File: config.mk
export PLATFORM = sky130hd
export DESIGN_NAME = smp_status_mask_pair
export DESIGN_NICKNAME = d
export VERILOG_FILES = /design/src/design/smp_pkg.sv /design/src/design/smp_status_mask_pair.sv
export SDC_FILE = /design/constraint.sdc
export NUM_CORES = 1
export LEC_CHECK = 0
export BUFFER_PORTS_ARGS = -buffer_cell sky130_fd_sc_hd__buf_2
export CAP_MARGIN = 30
export CORE_ASPECT_RATIO = 1.5
export CORE_MARGIN = 10
export CORE_UTILIZATION = 47
export DETAILED_ROUTE_END_ITERATION = 16
export PLACE_DENSITY = 0.79
export SYNTH_ARGS = -nofsm -noshare
export SYNTH_HDL_FRONTEND = slang
export SYNTH_SLANG_ARGS = --single-unit
File: constraint.sdc
create_clock -name hclk -period 1.98 [get_ports hclk]
set_input_delay 0.396 -clock hclk [delete_from_list [all_inputs] [get_ports hclk]]
set_output_delay 0.396 -clock hclk [all_outputs]
set_load 0.03 [all_outputs]
File: src/design/smp_pkg.sv
package smp_pkg;

    localparam int ADDR_W = 8;
    localparam int DATA_W = 32;

    // Register byte offsets on the bus.
    localparam logic [7:0] OFF_ENABLE_TWO = 8'h00;
    localparam logic [7:0] OFF_STATUS_TWO = 8'h04;
    localparam logic [7:0] OFF_CONTROL = 8'h08;
    localparam logic [7:0] OFF_CLEAR_CMD = 8'h0c;
    localparam logic [7:0] OFF_LOG_STATUS = 8'h10;
    localparam logic [7:0] OFF_LOG_CLEAR = 8'h14;
    localparam logic [7:0] OFF_LOG_ENABLE = 8'h18;

    // Bit positions of event_enable_two and event_status_two; bits 0 to 2 are shared.
    localparam int BIT_ADDR_CHG = 0;
    localparam int BIT_REM_CHG = 1;
    localparam int BIT_LOK_CHG = 2;
    localparam int BIT_REM_STATE = 4;
    localparam int BIT_LOK_STATE = 5;
    localparam int BIT_XFER_IN = 4;
    localparam int BIT_XFER_OUT = 5;
    localparam int BIT_INT = 7;

    // Control register fields.
    localparam int BIT_STATIC_SEL = 0;
    localparam int BIT_FIFO_MODE = 1;

    // Reset values.
    localparam logic [7:0] RST_ENABLE_TWO = 8'h00;
    localparam logic [1:0] RST_CONTROL = 2'h0;
    localparam logic [2:0] RST_FLAGS = 3'h0;

    localparam int NUM_FLAGS = 3;

    // AHB transfer types and response.
    localparam logic [1:0] HTRANS_NONSEQ = 2'h2;
    localparam logic HRESP_OKAY = 1'b0;

endpackage

File: src/design/smp_status_mask_pair.sv
`timescale 1ns/1ps
// How it works
// - Status read clears event flags only while static status select is zero.
// - Flags follow their own conditions; mask bits gate interrupts, and bits 5 and 4 also pick transfer requests in FIFO mode.
// - An event arriving during a clearing status read is held and set after it.
// - Reset clears the whole mask register, all enables off.
// - An enabled status condition may raise the interrupt request.
// - Status bit 7 is the OR of all enabled status sources except the event log.
// - Status bits 6 and 3 have no meaning; they read zero here.
// - Status bits 5 and 4 show lockout and remote state.
// - FIFO mode with output enable turns data-out into a transfer request.
// - FIFO mode with input enable turns data-in into a transfer request.
// - Lockout change flag sets on lockout edges; clears on read or command.
// - Remote change flag sets on remote edges; clears on read or command.
// - Address change flag tracks speaker, listener, major edges unless only-modes.
module smp_status_mask_pair (
    input wire logic hclk,
    input wire logic hresetn,
    input wire logic clk_en,
    input wire logic hsel,
    input wire logic [smp_pkg::ADDR_W-1:0] haddr,
    input wire logic [1:0] htrans,
    input wire logic hwrite,
    input wire logic [2:0] hsize,
    input wire logic [smp_pkg::DATA_W-1:0] hwdata,
    input wire logic hready,
    output logic [smp_pkg::DATA_W-1:0] hrdata,
    output logic hreadyout,
    output logic hresp,
    input wire logic lockout_state,
    input wire logic far_control_state,
    input wire logic addressed_as_speaker,
    input wire logic addressed_as_listener,
    input wire logic major_minor_select,
    input wire logic listen_only,
    input wire logic talk_only,
    input wire logic other_enabled_pending,
    input wire logic data_out_condition,
    input wire logic data_out_int_enable,
    input wire logic data_in_condition,
    input wire logic data_in_int_enable,
    output logic xfer_out_request,
    output logic xfer_in_request,
    output logic irq
);
    import smp_pkg::*;

    logic [7:0] enable_two_reg;
    logic [1:0] control_reg;
    logic [NUM_FLAGS-1:0] flags_reg;
    logic [NUM_FLAGS-1:0] held_reg;
    logic [NUM_FLAGS-1:0] log_reg;
    logic [NUM_FLAGS-1:0] log_en_reg;
    logic lok_prev_reg;
    logic rem_prev_reg;
    logic [2:0] address_status_reg_prev_reg;
    logic busy_reg;
    logic write_reg;
    logic [ADDR_W-1:0] addr_reg;
    logic [DATA_W-1:0] hrdata_reg;
    logic hreadyout_reg;
    logic xfer_out_reg;
    logic xfer_in_reg;
    logic irq_reg;
    logic hresp_reg;

    logic static_sel;
    logic fifo_mode;
    logic accept;
    logic status_read;
    logic clearing_read;
    logic [NUM_FLAGS-1:0] event_now;
    logic [NUM_FLAGS-1:0] clear_cmd;
    logic [NUM_FLAGS-1:0] log_clear;
    logic [2:0] address_status_reg_now;
    logic only_mode;
    logic do_to_xfer;
    logic di_to_xfer;
    logic int_pending;
    logic [7:0] status_two;
    logic [DATA_W-1:0] read_mux;
    logic [NUM_FLAGS-1:0] flags_next;
    logic [NUM_FLAGS-1:0] held_next;
    logic [NUM_FLAGS-1:0] log_next;
    logic wr_active;
    logic rd_active;
    logic wr_enable_two;
    logic wr_control;
    logic wr_clear_cmd;
    logic wr_log_clear;
    logic wr_log_enable;

    assign static_sel = control_reg[BIT_STATIC_SEL];
    assign fifo_mode = control_reg[BIT_FIFO_MODE];

    // Address phase is taken only when the bus is ready and a real transfer is on.
    assign accept = hsel && hready && (htrans == HTRANS_NONSEQ) && !busy_reg;

    // The status register read is in progress during the single wait cycle.
    assign status_read = busy_reg && !write_reg && (addr_reg == OFF_STATUS_TWO);
    assign clearing_read = status_read && !static_sel;

    assign address_status_reg_now = {major_minor_select, addressed_as_listener, addressed_as_speaker};
    assign only_mode = listen_only || talk_only;

    always_comb begin
        event_now = '0;
        event_now[BIT_LOK_CHG] = lockout_state != lok_prev_reg;
        event_now[BIT_REM_CHG] = far_control_state != rem_prev_reg;
        event_now[BIT_ADDR_CHG] = (address_status_reg_now != address_status_reg_prev_reg) && !only_mode;
    end

    // One strobe per write target keeps the address decode in a single place.
    assign wr_active = busy_reg && write_reg;
    assign rd_active = busy_reg && !write_reg;

    always_comb begin
        wr_enable_two = 1'b0;
        wr_control = 1'b0;
        wr_clear_cmd = 1'b0;
        wr_log_clear = 1'b0;
        wr_log_enable = 1'b0;
        if (wr_active) begin
            case (addr_reg)
                OFF_ENABLE_TWO: wr_enable_two = 1'b1;
                OFF_CONTROL: wr_control = 1'b1;
                OFF_CLEAR_CMD: wr_clear_cmd = 1'b1;
                OFF_LOG_CLEAR: wr_log_clear = 1'b1;
                OFF_LOG_ENABLE: wr_log_enable = 1'b1;
                default: wr_enable_two = 1'b0;
            endcase
        end
    end

    always_comb begin
        clear_cmd = '0;
        log_clear = '0;
        if (wr_clear_cmd) begin
            clear_cmd = hwdata[NUM_FLAGS-1:0];
        end
        if (wr_log_clear) begin
            log_clear = hwdata[NUM_FLAGS-1:0];
        end
    end

    // A FIFO-assisted transfer enable steals the data condition from the interrupt path.
    assign do_to_xfer = fifo_mode && enable_two_reg[BIT_XFER_OUT];
    assign di_to_xfer = fifo_mode && enable_two_reg[BIT_XFER_IN];

    // Global pending bit across all three status registers.
    always_comb begin
        int_pending = other_enabled_pending;
        if (data_out_condition && data_out_int_enable && !do_to_xfer) begin
            int_pending = 1'b1;
        end
        if (data_in_condition && data_in_int_enable && !di_to_xfer) begin
            int_pending = 1'b1;
        end
        if (|(flags_reg & enable_two_reg[NUM_FLAGS-1:0])) begin
            int_pending = 1'b1;
        end
    end

    always_comb begin
        status_two = 8'h00;
        status_two[BIT_INT] = int_pending;
        status_two[BIT_LOK_STATE] = lockout_state;
        status_two[BIT_REM_STATE] = far_control_state;
        status_two[NUM_FLAGS-1:0] = flags_reg;
    end

    // Write-only registers read back as zero.
    always_comb begin
        read_mux = '0;
        case (addr_reg)
            OFF_STATUS_TWO: read_mux[7:0] = status_two;
            OFF_CONTROL: read_mux[1:0] = control_reg;
            OFF_LOG_STATUS: read_mux[NUM_FLAGS-1:0] = log_reg;
            OFF_LOG_ENABLE: read_mux[NUM_FLAGS-1:0] = log_en_reg;
            default: read_mux = '0;
        endcase
    end

    // Bus slave: one wait cycle so that read data comes from a flip-flop.
    // The cost is a fixed two-cycle data phase, writes included.
    always_ff @(posedge hclk or negedge hresetn) begin
        if (!hresetn) begin
            busy_reg <= 1'b0;
        end else if (clk_en) begin
            if (accept) begin
                busy_reg <= 1'b1;
            end else if (busy_reg) begin
                busy_reg <= 1'b0;
            end
        end
    end

    always_ff @(posedge hclk or negedge hresetn) begin
        if (!hresetn) begin
            write_reg <= 1'b0;
            addr_reg <= '0;
        end else if (clk_en && accept) begin
            write_reg <= hwrite;
            addr_reg <= haddr;
        end
    end

    always_ff @(posedge hclk or negedge hresetn) begin
        if (!hresetn) begin
            hreadyout_reg <= 1'b1;
        end else if (clk_en) begin
            if (accept) begin
                hreadyout_reg <= 1'b0;
            end else if (busy_reg) begin
                hreadyout_reg <= 1'b1;
            end
        end
    end

    // The response never changes, yet it leaves through a flip-flop like every output.
    always_ff @(posedge hclk or negedge hresetn) begin
        if (!hresetn) begin
            hresp_reg <= HRESP_OKAY;
        end else if (clk_en) begin
            hresp_reg <= HRESP_OKAY;
        end
    end

    always_ff @(posedge hclk or negedge hresetn) begin
        if (!hresetn) begin
            hrdata_reg <= '0;
        end else if (clk_en) begin
            if (rd_active) begin
                hrdata_reg <= read_mux;
            end
        end
    end

    always_ff @(posedge hclk or negedge hresetn) begin
        if (!hresetn) begin
            enable_two_reg <= RST_ENABLE_TWO;
        end else if (clk_en && wr_enable_two) begin
            enable_two_reg <= hwdata[7:0];
        end
    end

    always_ff @(posedge hclk or negedge hresetn) begin
        if (!hresetn) begin
            control_reg <= RST_CONTROL;
        end else if (clk_en && wr_control) begin
            control_reg <= hwdata[1:0];
        end
    end

    always_ff @(posedge hclk or negedge hresetn) begin
        if (!hresetn) begin
            log_en_reg <= '0;
        end else if (clk_en && wr_log_enable) begin
            log_en_reg <= hwdata[NUM_FLAGS-1:0];
        end
    end

    always_ff @(posedge hclk or negedge hresetn) begin
        if (!hresetn) begin
            lok_prev_reg <= 1'b0;
            rem_prev_reg <= 1'b0;
            address_status_reg_prev_reg <= 3'h0;
        end else if (clk_en) begin
            lok_prev_reg <= lockout_state;
            rem_prev_reg <= far_control_state;
            address_status_reg_prev_reg <= address_status_reg_now;
        end
    end

    // Every change flag has the same set, hold and clear terms but for the only-mode kill of the address flag, so one loop builds them.
    // An edge seen during a clearing read waits in the hold bit for one cycle,
    // so the read returns the old value and the new event still appears after it.
    // Only one cycle of hold-off exists, which is enough since reads come two apart.
    for (genvar i = 0; i < NUM_FLAGS; i++) begin : g_flag
        logic kill;
        assign kill = only_mode && (i == BIT_ADDR_CHG);
        assign held_next[i] = clearing_read && event_now[i] && !kill;
        assign flags_next[i] = (kill || clearing_read) ? 1'b0 :
            ((flags_reg[i] && !clear_cmd[i]) || event_now[i] || held_reg[i]);
        // Sticky event log; a new event wins over a clear in the same cycle.
        assign log_next[i] = (log_reg[i] && !log_clear[i]) || event_now[i];
    end

    // Flags follow their own conditions whatever the mask holds.
    always_ff @(posedge hclk or negedge hresetn) begin
        if (!hresetn) begin
            flags_reg <= RST_FLAGS;
            held_reg <= RST_FLAGS;
        end else if (clk_en) begin
            flags_reg <= flags_next;
            held_reg <= held_next;
        end
    end

    always_ff @(posedge hclk or negedge hresetn) begin
        if (!hresetn) begin
            log_reg <= '0;
        end else if (clk_en) begin
            log_reg <= log_next;
        end
    end

    always_ff @(posedge hclk or negedge hresetn) begin
        if (!hresetn) begin
            xfer_out_reg <= 1'b0;
        end else if (clk_en) begin
            xfer_out_reg <= do_to_xfer && data_out_condition;
        end
    end

    always_ff @(posedge hclk or negedge hresetn) begin
        if (!hresetn) begin
            xfer_in_reg <= 1'b0;
        end else if (clk_en) begin
            xfer_in_reg <= di_to_xfer && data_in_condition;
        end
    end

    always_ff @(posedge hclk or negedge hresetn) begin
        if (!hresetn) begin
            irq_reg <= 1'b0;
        end else if (clk_en) begin
            irq_reg <= int_pending || (|(log_reg & log_en_reg));
        end
    end

    assign hrdata = hrdata_reg;
    assign hreadyout = hreadyout_reg;
    assign hresp = hresp_reg;
    assign xfer_out_request = xfer_out_reg;
    assign xfer_in_request = xfer_in_reg;
    assign irq = irq_reg;

endmodule

==> flow_metrics.env, run 1 <==
export IMPL_status="finished, final reports clean"
export IMPL_clkLatencyLatePin_ns=0.29
export IMPL_largest_reg_flops=8
export IMPL_port_buffer_count=42
export IMPL_cts_tree="built"
export IMPL_grt_max_degree=26
export IMPL_postCtsSetupBuffers=0
export IMPL_n_antenna_cell=0
export IMPL_die_area_um2=8200
export IMPL_ioPinCount=100
export IMPL_critical_path_class="flip-flop to flip-flop"
export IMPL_place_ws_ns=0.199
export IMPL_drive_above_1_share_pct=36.4
export IMPL_firstDrtPassIters=4
export IMPL_rsz0062_at_grt="false"
export IMPL_hp_class="primary input to asynchronous set/reset pin"
export IMPL_rrSetupSlack_ns=0.21
export IMPL_grt_util_all_layers_pct=12.6
export IMPL_setup_slack_ns=0.211
export IMPL_hold_viol_final=0
export IMPL_htree_levels=2
export IMPL_totalWireLength_mm=5.09
export IMPL_worstSetupStartpoint="addr_reg[0]"
export IMPL_synth_edf_count=0
export IMPL_place_congestion=0.892
export IMPL_drtAntennaViolNets=0
export IMPL_holdBufCountCts=0
export IMPL_fin_setup_tns_ns=0
export IMPL_core_area_um2=4810
export IMPL_dp_hpwl_mm=4.11
export IMPL_yosys_register_bits=44
export IMPL_avgSynthCellArea_um2=11.0
export IMPL_worstPathRequired_ns=2.16
export IMPL_crit_arrival_ns=1.95
export IMPL_path_clk_slew_ns=0.08
export IMPL_drc=0
export IMPL_synthToLayoutAreaGrowth_pct=13.7
export IMPL_path_max_fanout=5
export IMPL_finalSetupViolations=0
export IMPL_r2r_start="addr_reg[0]"
export IMPL_initial_core_util_pct=48.2
export IMPL_num_vias=1686
export IMPL_crit_end="enable_two_reg[2]"
export IMPL_startpoint_type="flip-flop"
export IMPL_finalMaxSlewViolations=0
export IMPL_total_power_uw=2120
export IMPL_grt_first_pass_wirelength_mm=8.51
export IMPL_synthFlopType="dfrtp_1"
export IMPL_wl_per_cell_um=15.6
export IMPL_yosysWarningCount=0
export IMPL_power_density_nw_per_um2=805
export IMPL_grt_ovfl_total=0
export IMPL_vias_per_cell=5.16
export IMPL_synthesis_instances=210
export IMPL_endpoint_kind="flip-flop"
export IMPL_max_cap_violations=0
export IMPL_die_width_um=77.3
export IMPL_grt_pass1_vias=1835
export IMPL_max_freq_ghz=0.565
export IMPL_finalCritPeriodShare_pct=89.4
export IMPL_synth_seq_area_share_pct=47.5
export IMPL_utilization_pct=54.8
export IMPL_skew_ns=0.00681
export IMPL_cts_repair_resized=0
export IMPL_num_fill_cells=432
export IMPL_cts_made_buffers=5
export IMPL_ys_types=42
export IMPL_leakage_uw=0.00126
export IMPL_initialDrtViolationCount=82
export IMPL_reg2regPathDepth=4
export IMPL_period_minus_slack_ns=1.77
export IMPL_fin_nets=323
export IMPL_clk_path_buf_depth=2
export IMPL_regToRegEndpoint="enable_two_reg[2]"
export IMPL_ir_drop_v=0.000511
export IMPL_antenna_found_initial=0
export IMPL_ys_async_sr_fraction_pct=100
export IMPL_synth_area_um2=2320
export IMPL_cts_root_buf="clkbuf_8"
export IMPL_rows=31
export IMPL_clock_sinks=44
export IMPL_fp_dieH_um=106
-- Yosys cell counts (all sizes together) (2+ instances only) --
cell type / number / share of area [%]
o2bb2ai: 4 / 1.5
a22oi: 3 / 0.97
o21ai: 7 / 1.5
nor3b: 4 / 1.7
xnor2: 4 / 1.5
and2b: 2 / 0.76
nor4b: 2 / 1.7
nand4: 4 / 1.1
buf: 31 / 9.9
xor2: 2 / 0.76
nor3: 2 / 0.43
a31oi: 2 / 0.54
nand2: 23 / 3.7
clkbuf: 2 / 0.32
mux2: 27 / 13
nor2: 6 / 0.97
and2: 2 / 0.54
o211ai: 5 / 1.6
inv: 5 / 0.81
and3: 2 / 0.59
a21oi: 3 / 0.65
a22o: 4 / 1.6
dfrtp: 43 / 46
nand3: 9 / 1.9
-- worst min-delay path by stage --
stage | startpoint | end | slack [ns]
3_5_place_dp | hresetn | address_status_reg_prev_reg[2] | 0.38
3_3_place_gp | hresetn | address_status_reg_prev_reg[2] | 0.37
5_1_grt | hresetn | address_status_reg_prev_reg[2] | 0.08
4_1_cts | hresetn | busy_reg | 0.06
6_report | hresetn | busy_reg | 0.05
2_1_floorplan | hresetn | addr_reg[0] | 0.10
-- area by class of cell --
type	instances	area, um^2	share of cell area, %
Multi-Input combinational cell	154	1060	40.2
Inverter	5	18.8	0.712
Timing Repair Buffer	50	283	10.7
Clock buffer	8	90.1	3.42
Sequential cell	44	1100	41.8
Tap cell	66	82.6	3.13
-- report_power, final --
part / switching [uW] / internal [uW] / leakage [uW] / total [uW]
Sequential: 94.1 / 979 / 0.000553 / 1070
Clock: 282 / 284 / 0.0000455 / 566
Combinational: 270 / 213 / 0.000666 / 483
Total: 646 / 1480 / 0.00126 / 2120
-- through the flow --
step | hold slack, ns | cell area, um^2 | std cells
CTS | 0.0596 | 2640 | 327
detailed placement | 0.382 | 2540 | 319
finish | 0.0539 | 2640 | 327
global placement | 0.368 | 2540 | 319
floorplan | 0.100 | 2420 | 236
global route | 0.0773 | 2640 | 327
-- cells in the final DEF (no fill, tap or decap), types with 3 or more instances in the layout --
| master | count |
|---|---|
| nand3_1 | 9 |
| a22o_1 | 3 |
| nand4_1 | 4 |
| a21oi_1 | 3 |
| conb_1 | 27 |
| clkbuf_8 | 6 |
| xnor2_1 | 4 |
| buf_2 | 42 |
| o2bb2ai_1 | 4 |
| inv_1 | 5 |
| nor2_1 | 6 |
| nand2_1 | 23 |
| mux2_2 | 27 |
| o21ai_0 | 7 |
| dfrtp_1 | 43 |
| buf_4 | 7 |
| o211ai_1 | 5 |
| a22oi_1 | 3 |
-- cells by family after synthesis --
logic type | share of synthesized area [%]
AND/OR/NAND/NOR | 16.0
flip-flops | 47.5
buffers and inverters | 11.0
AO/OA/AOI/OAI | 9.88
multiplexers | 13.1
XOR/XNOR | 2.27
other | 0.162
-- metal layers --
metal  global-route usage [%]  part of all wire (%)
met1                     11.9                    36
met5                        0                     0
met4                     7.20                   3.1
met2                     22.7                    54
met3                     4.72                   7.2
-- critical path: stages (launching register included) --
cell and delay, ns:
dfrtp_1 0.45, nor3b_2 0.21, nor3b_2 0.27, and3b_1 0.35, mux2_2 0.37
(Power assumes the default switching activity.)
==> inputs of run 2 (changes only) <==
--- a/config.mk
+++ b/config.mk
@@ -12,6 +12,7 @@
 export CORE_UTILIZATION = 47
 export DETAILED_ROUTE_END_ITERATION = 16
 export PLACE_DENSITY = 0.79
+export RECOVER_POWER = 25
 export SYNTH_ARGS = -nofsm -noshare
 export SYNTH_HDL_FRONTEND = slang
 export SYNTH_SLANG_ARGS = --single-unit
==> run 2 against run 1 <==
Effect of this change: clock-buffer cell count did not move; critical path depth did not move; sequential share of layout area rose by 0.26 points; first-iteration DRC count fell by 3.7%; fmax fell by 1.0%; register-to-register slack got worse by 0.02 ns; clock skew barely moved.
==> flow_metrics.env, run 2 (synthesis results as in run 1) <==
export IMPL_status="finished, final reports clean"
export IMPL_rows=31
export IMPL_slowest_stage="dfrtp_1"
export IMPL_finalMaxSlewViolations=0
export IMPL_leakage_uw=0.00126
export IMPL_drive_above_1_share_pct=36.0
export IMPL_grt_util_all_layers_pct=12.6
export IMPL_wl_per_cell_um=15.5
export IMPL_grt_ovfl_total=0
export IMPL_postCtsSetupBuffers=0
export IMPL_worstPathRequired_ns=2.16
export IMPL_finalCritPeriodShare_pct=90.3
export IMPL_power_density_nw_per_um2=809
export IMPL_die_area_um2=8200
export IMPL_slowest_delay_ns=0.45
export IMPL_setup_slack_ns=0.192
export IMPL_max_cap_violations=0
export IMPL_drtAntennaViolNets=0
export IMPL_ioPinCount=100
export IMPL_path_max_fanout=5
export IMPL_period_minus_slack_ns=1.79
export IMPL_ir_drop_v=0.000511
export IMPL_num_vias=1685
export IMPL_firstDrtPassIters=4
export IMPL_rsz0062_at_grt="false"
export IMPL_largest_reg_flops=8
export IMPL_skew_ns=0.00685
export IMPL_total_power_uw=2120
export IMPL_slew_headroom_pct=28.2
export IMPL_num_fill_cells=435
export IMPL_crit_chain="nor3b_2 > nor3b_2 > and3b_1 > mux2_2"
export IMPL_n_antenna_cell=0
export IMPL_startpoint_type="flip-flop"
export IMPL_crit_arrival_ns=1.96
export IMPL_holdBufCountCts=0
export IMPL_cts_tree="built"
export IMPL_grt_pass1_vias=1835
export IMPL_clk_path_buf_depth=2
export IMPL_dp_hpwl_mm=4.11
export IMPL_grt_first_pass_wirelength_mm=8.51
export IMPL_port_buffer_count=42
export IMPL_drc=0
export IMPL_fin_nets=323
export IMPL_fp_dieH_um=106
export IMPL_path_clk_slew_ns=0.08
export IMPL_mostFrequentLayoutCell="dfrtp_1"
export IMPL_reg2regPathDepth=4
export IMPL_clkLatencyLatePin_ns=0.29
export IMPL_place_ws_ns=0.199
export IMPL_worst_slew_pin_transition_ns=1.08
export IMPL_initialDrtViolationCount=79
export IMPL_vias_per_cell=5.15
export IMPL_endpoint_kind="flip-flop"
export IMPL_htree_levels=2
export IMPL_cts_root_buf="clkbuf_8"
export IMPL_clock_sinks=44
export IMPL_holdWs_ns=0.275
export IMPL_core_area_um2=4810
export IMPL_critical_path_class="flip-flop to flip-flop"
export IMPL_crit_top_cell="nor3b_2"
export IMPL_hold_viol_final=0
export IMPL_die_width_um=77.3
export IMPL_antenna_found_initial=0
export IMPL_finalSetupViolations=0
export IMPL_place_congestion=0.892
export IMPL_initial_core_util_pct=48.2
export IMPL_max_freq_ghz=0.559
export IMPL_fin_setup_tns_ns=0
export IMPL_cts_repair_resized=0
export IMPL_cts_made_buffers=5
export IMPL_final_cell_mix="dfrtp_1 (43), buf_2 (41), mux2_2 (27), conb_1 (27), nand2_1 (23)"
export IMPL_hp_class="primary input to asynchronous set/reset pin"
export IMPL_synthToLayoutAreaGrowth_pct=13.0
export IMPL_totalWireLength_mm=5.08
export IMPL_grt_max_degree=26
export IMPL_utilization_pct=54.4
-- run 2: area by class of cell --
class                   instances  area (um^2)  area share (%)
flip-flops and latches         44         1100            42.1
repair buffers                 50          267            10.2
well taps                      66         82.6            3.15
inverters                       5         18.8           0.717
clock buffers                   8         90.1            3.44
multi-input cells             154         1060            40.4
-- run 2: critical path, delay by kind of cell, from the launching register on --
family | cells | cell delay [ns]
mux | 1 | 0.37
simple gates | 3 | 0.85
flops | 1 | 0.45
-- run 2: final timing paths --
check	start	to	slack [ns]
max in group asynchronous	hresetn	rem_prev_reg	0.53
worst max-delay path	addr_reg[0]	enable_two_reg[2]	0.19
min in group hclk	haddr[4]	addr_reg[4]	0.33
worst min-delay path	hresetn	busy_reg	0.28
worst min register to register	hrdata[4]	hrdata[4]	0.47
worst max register to register	addr_reg[0]	enable_two_reg[2]	0.19
-- run 2: routing by layer --
layer  vias to the layer above  part of all wire, %  global-route usage (%)
met5                         -                    0                       0
met4                         0                  3.3                    7.20
met3                        13                  7.2                    4.72
met2                        65                   53                    22.7
met1                       818                   36                    11.9
li1                        789                    -                       -
-- run 2: through the flow --
stage               std cells  instance area, um^2
floorplan                 236                 2420
global placement          319                 2540
detailed placement        319                 2540
CTS                       327                 2640
global route              327                 2620
finish                    327                 2620
-- run 2: report_power, final --
part	total (uW)	internal, uW	switching (uW)	leakage, uW
clock network	566	284	282	0.0000455
registers	1070	979	94.7	0.000553
logic	479	210	269	0.000658
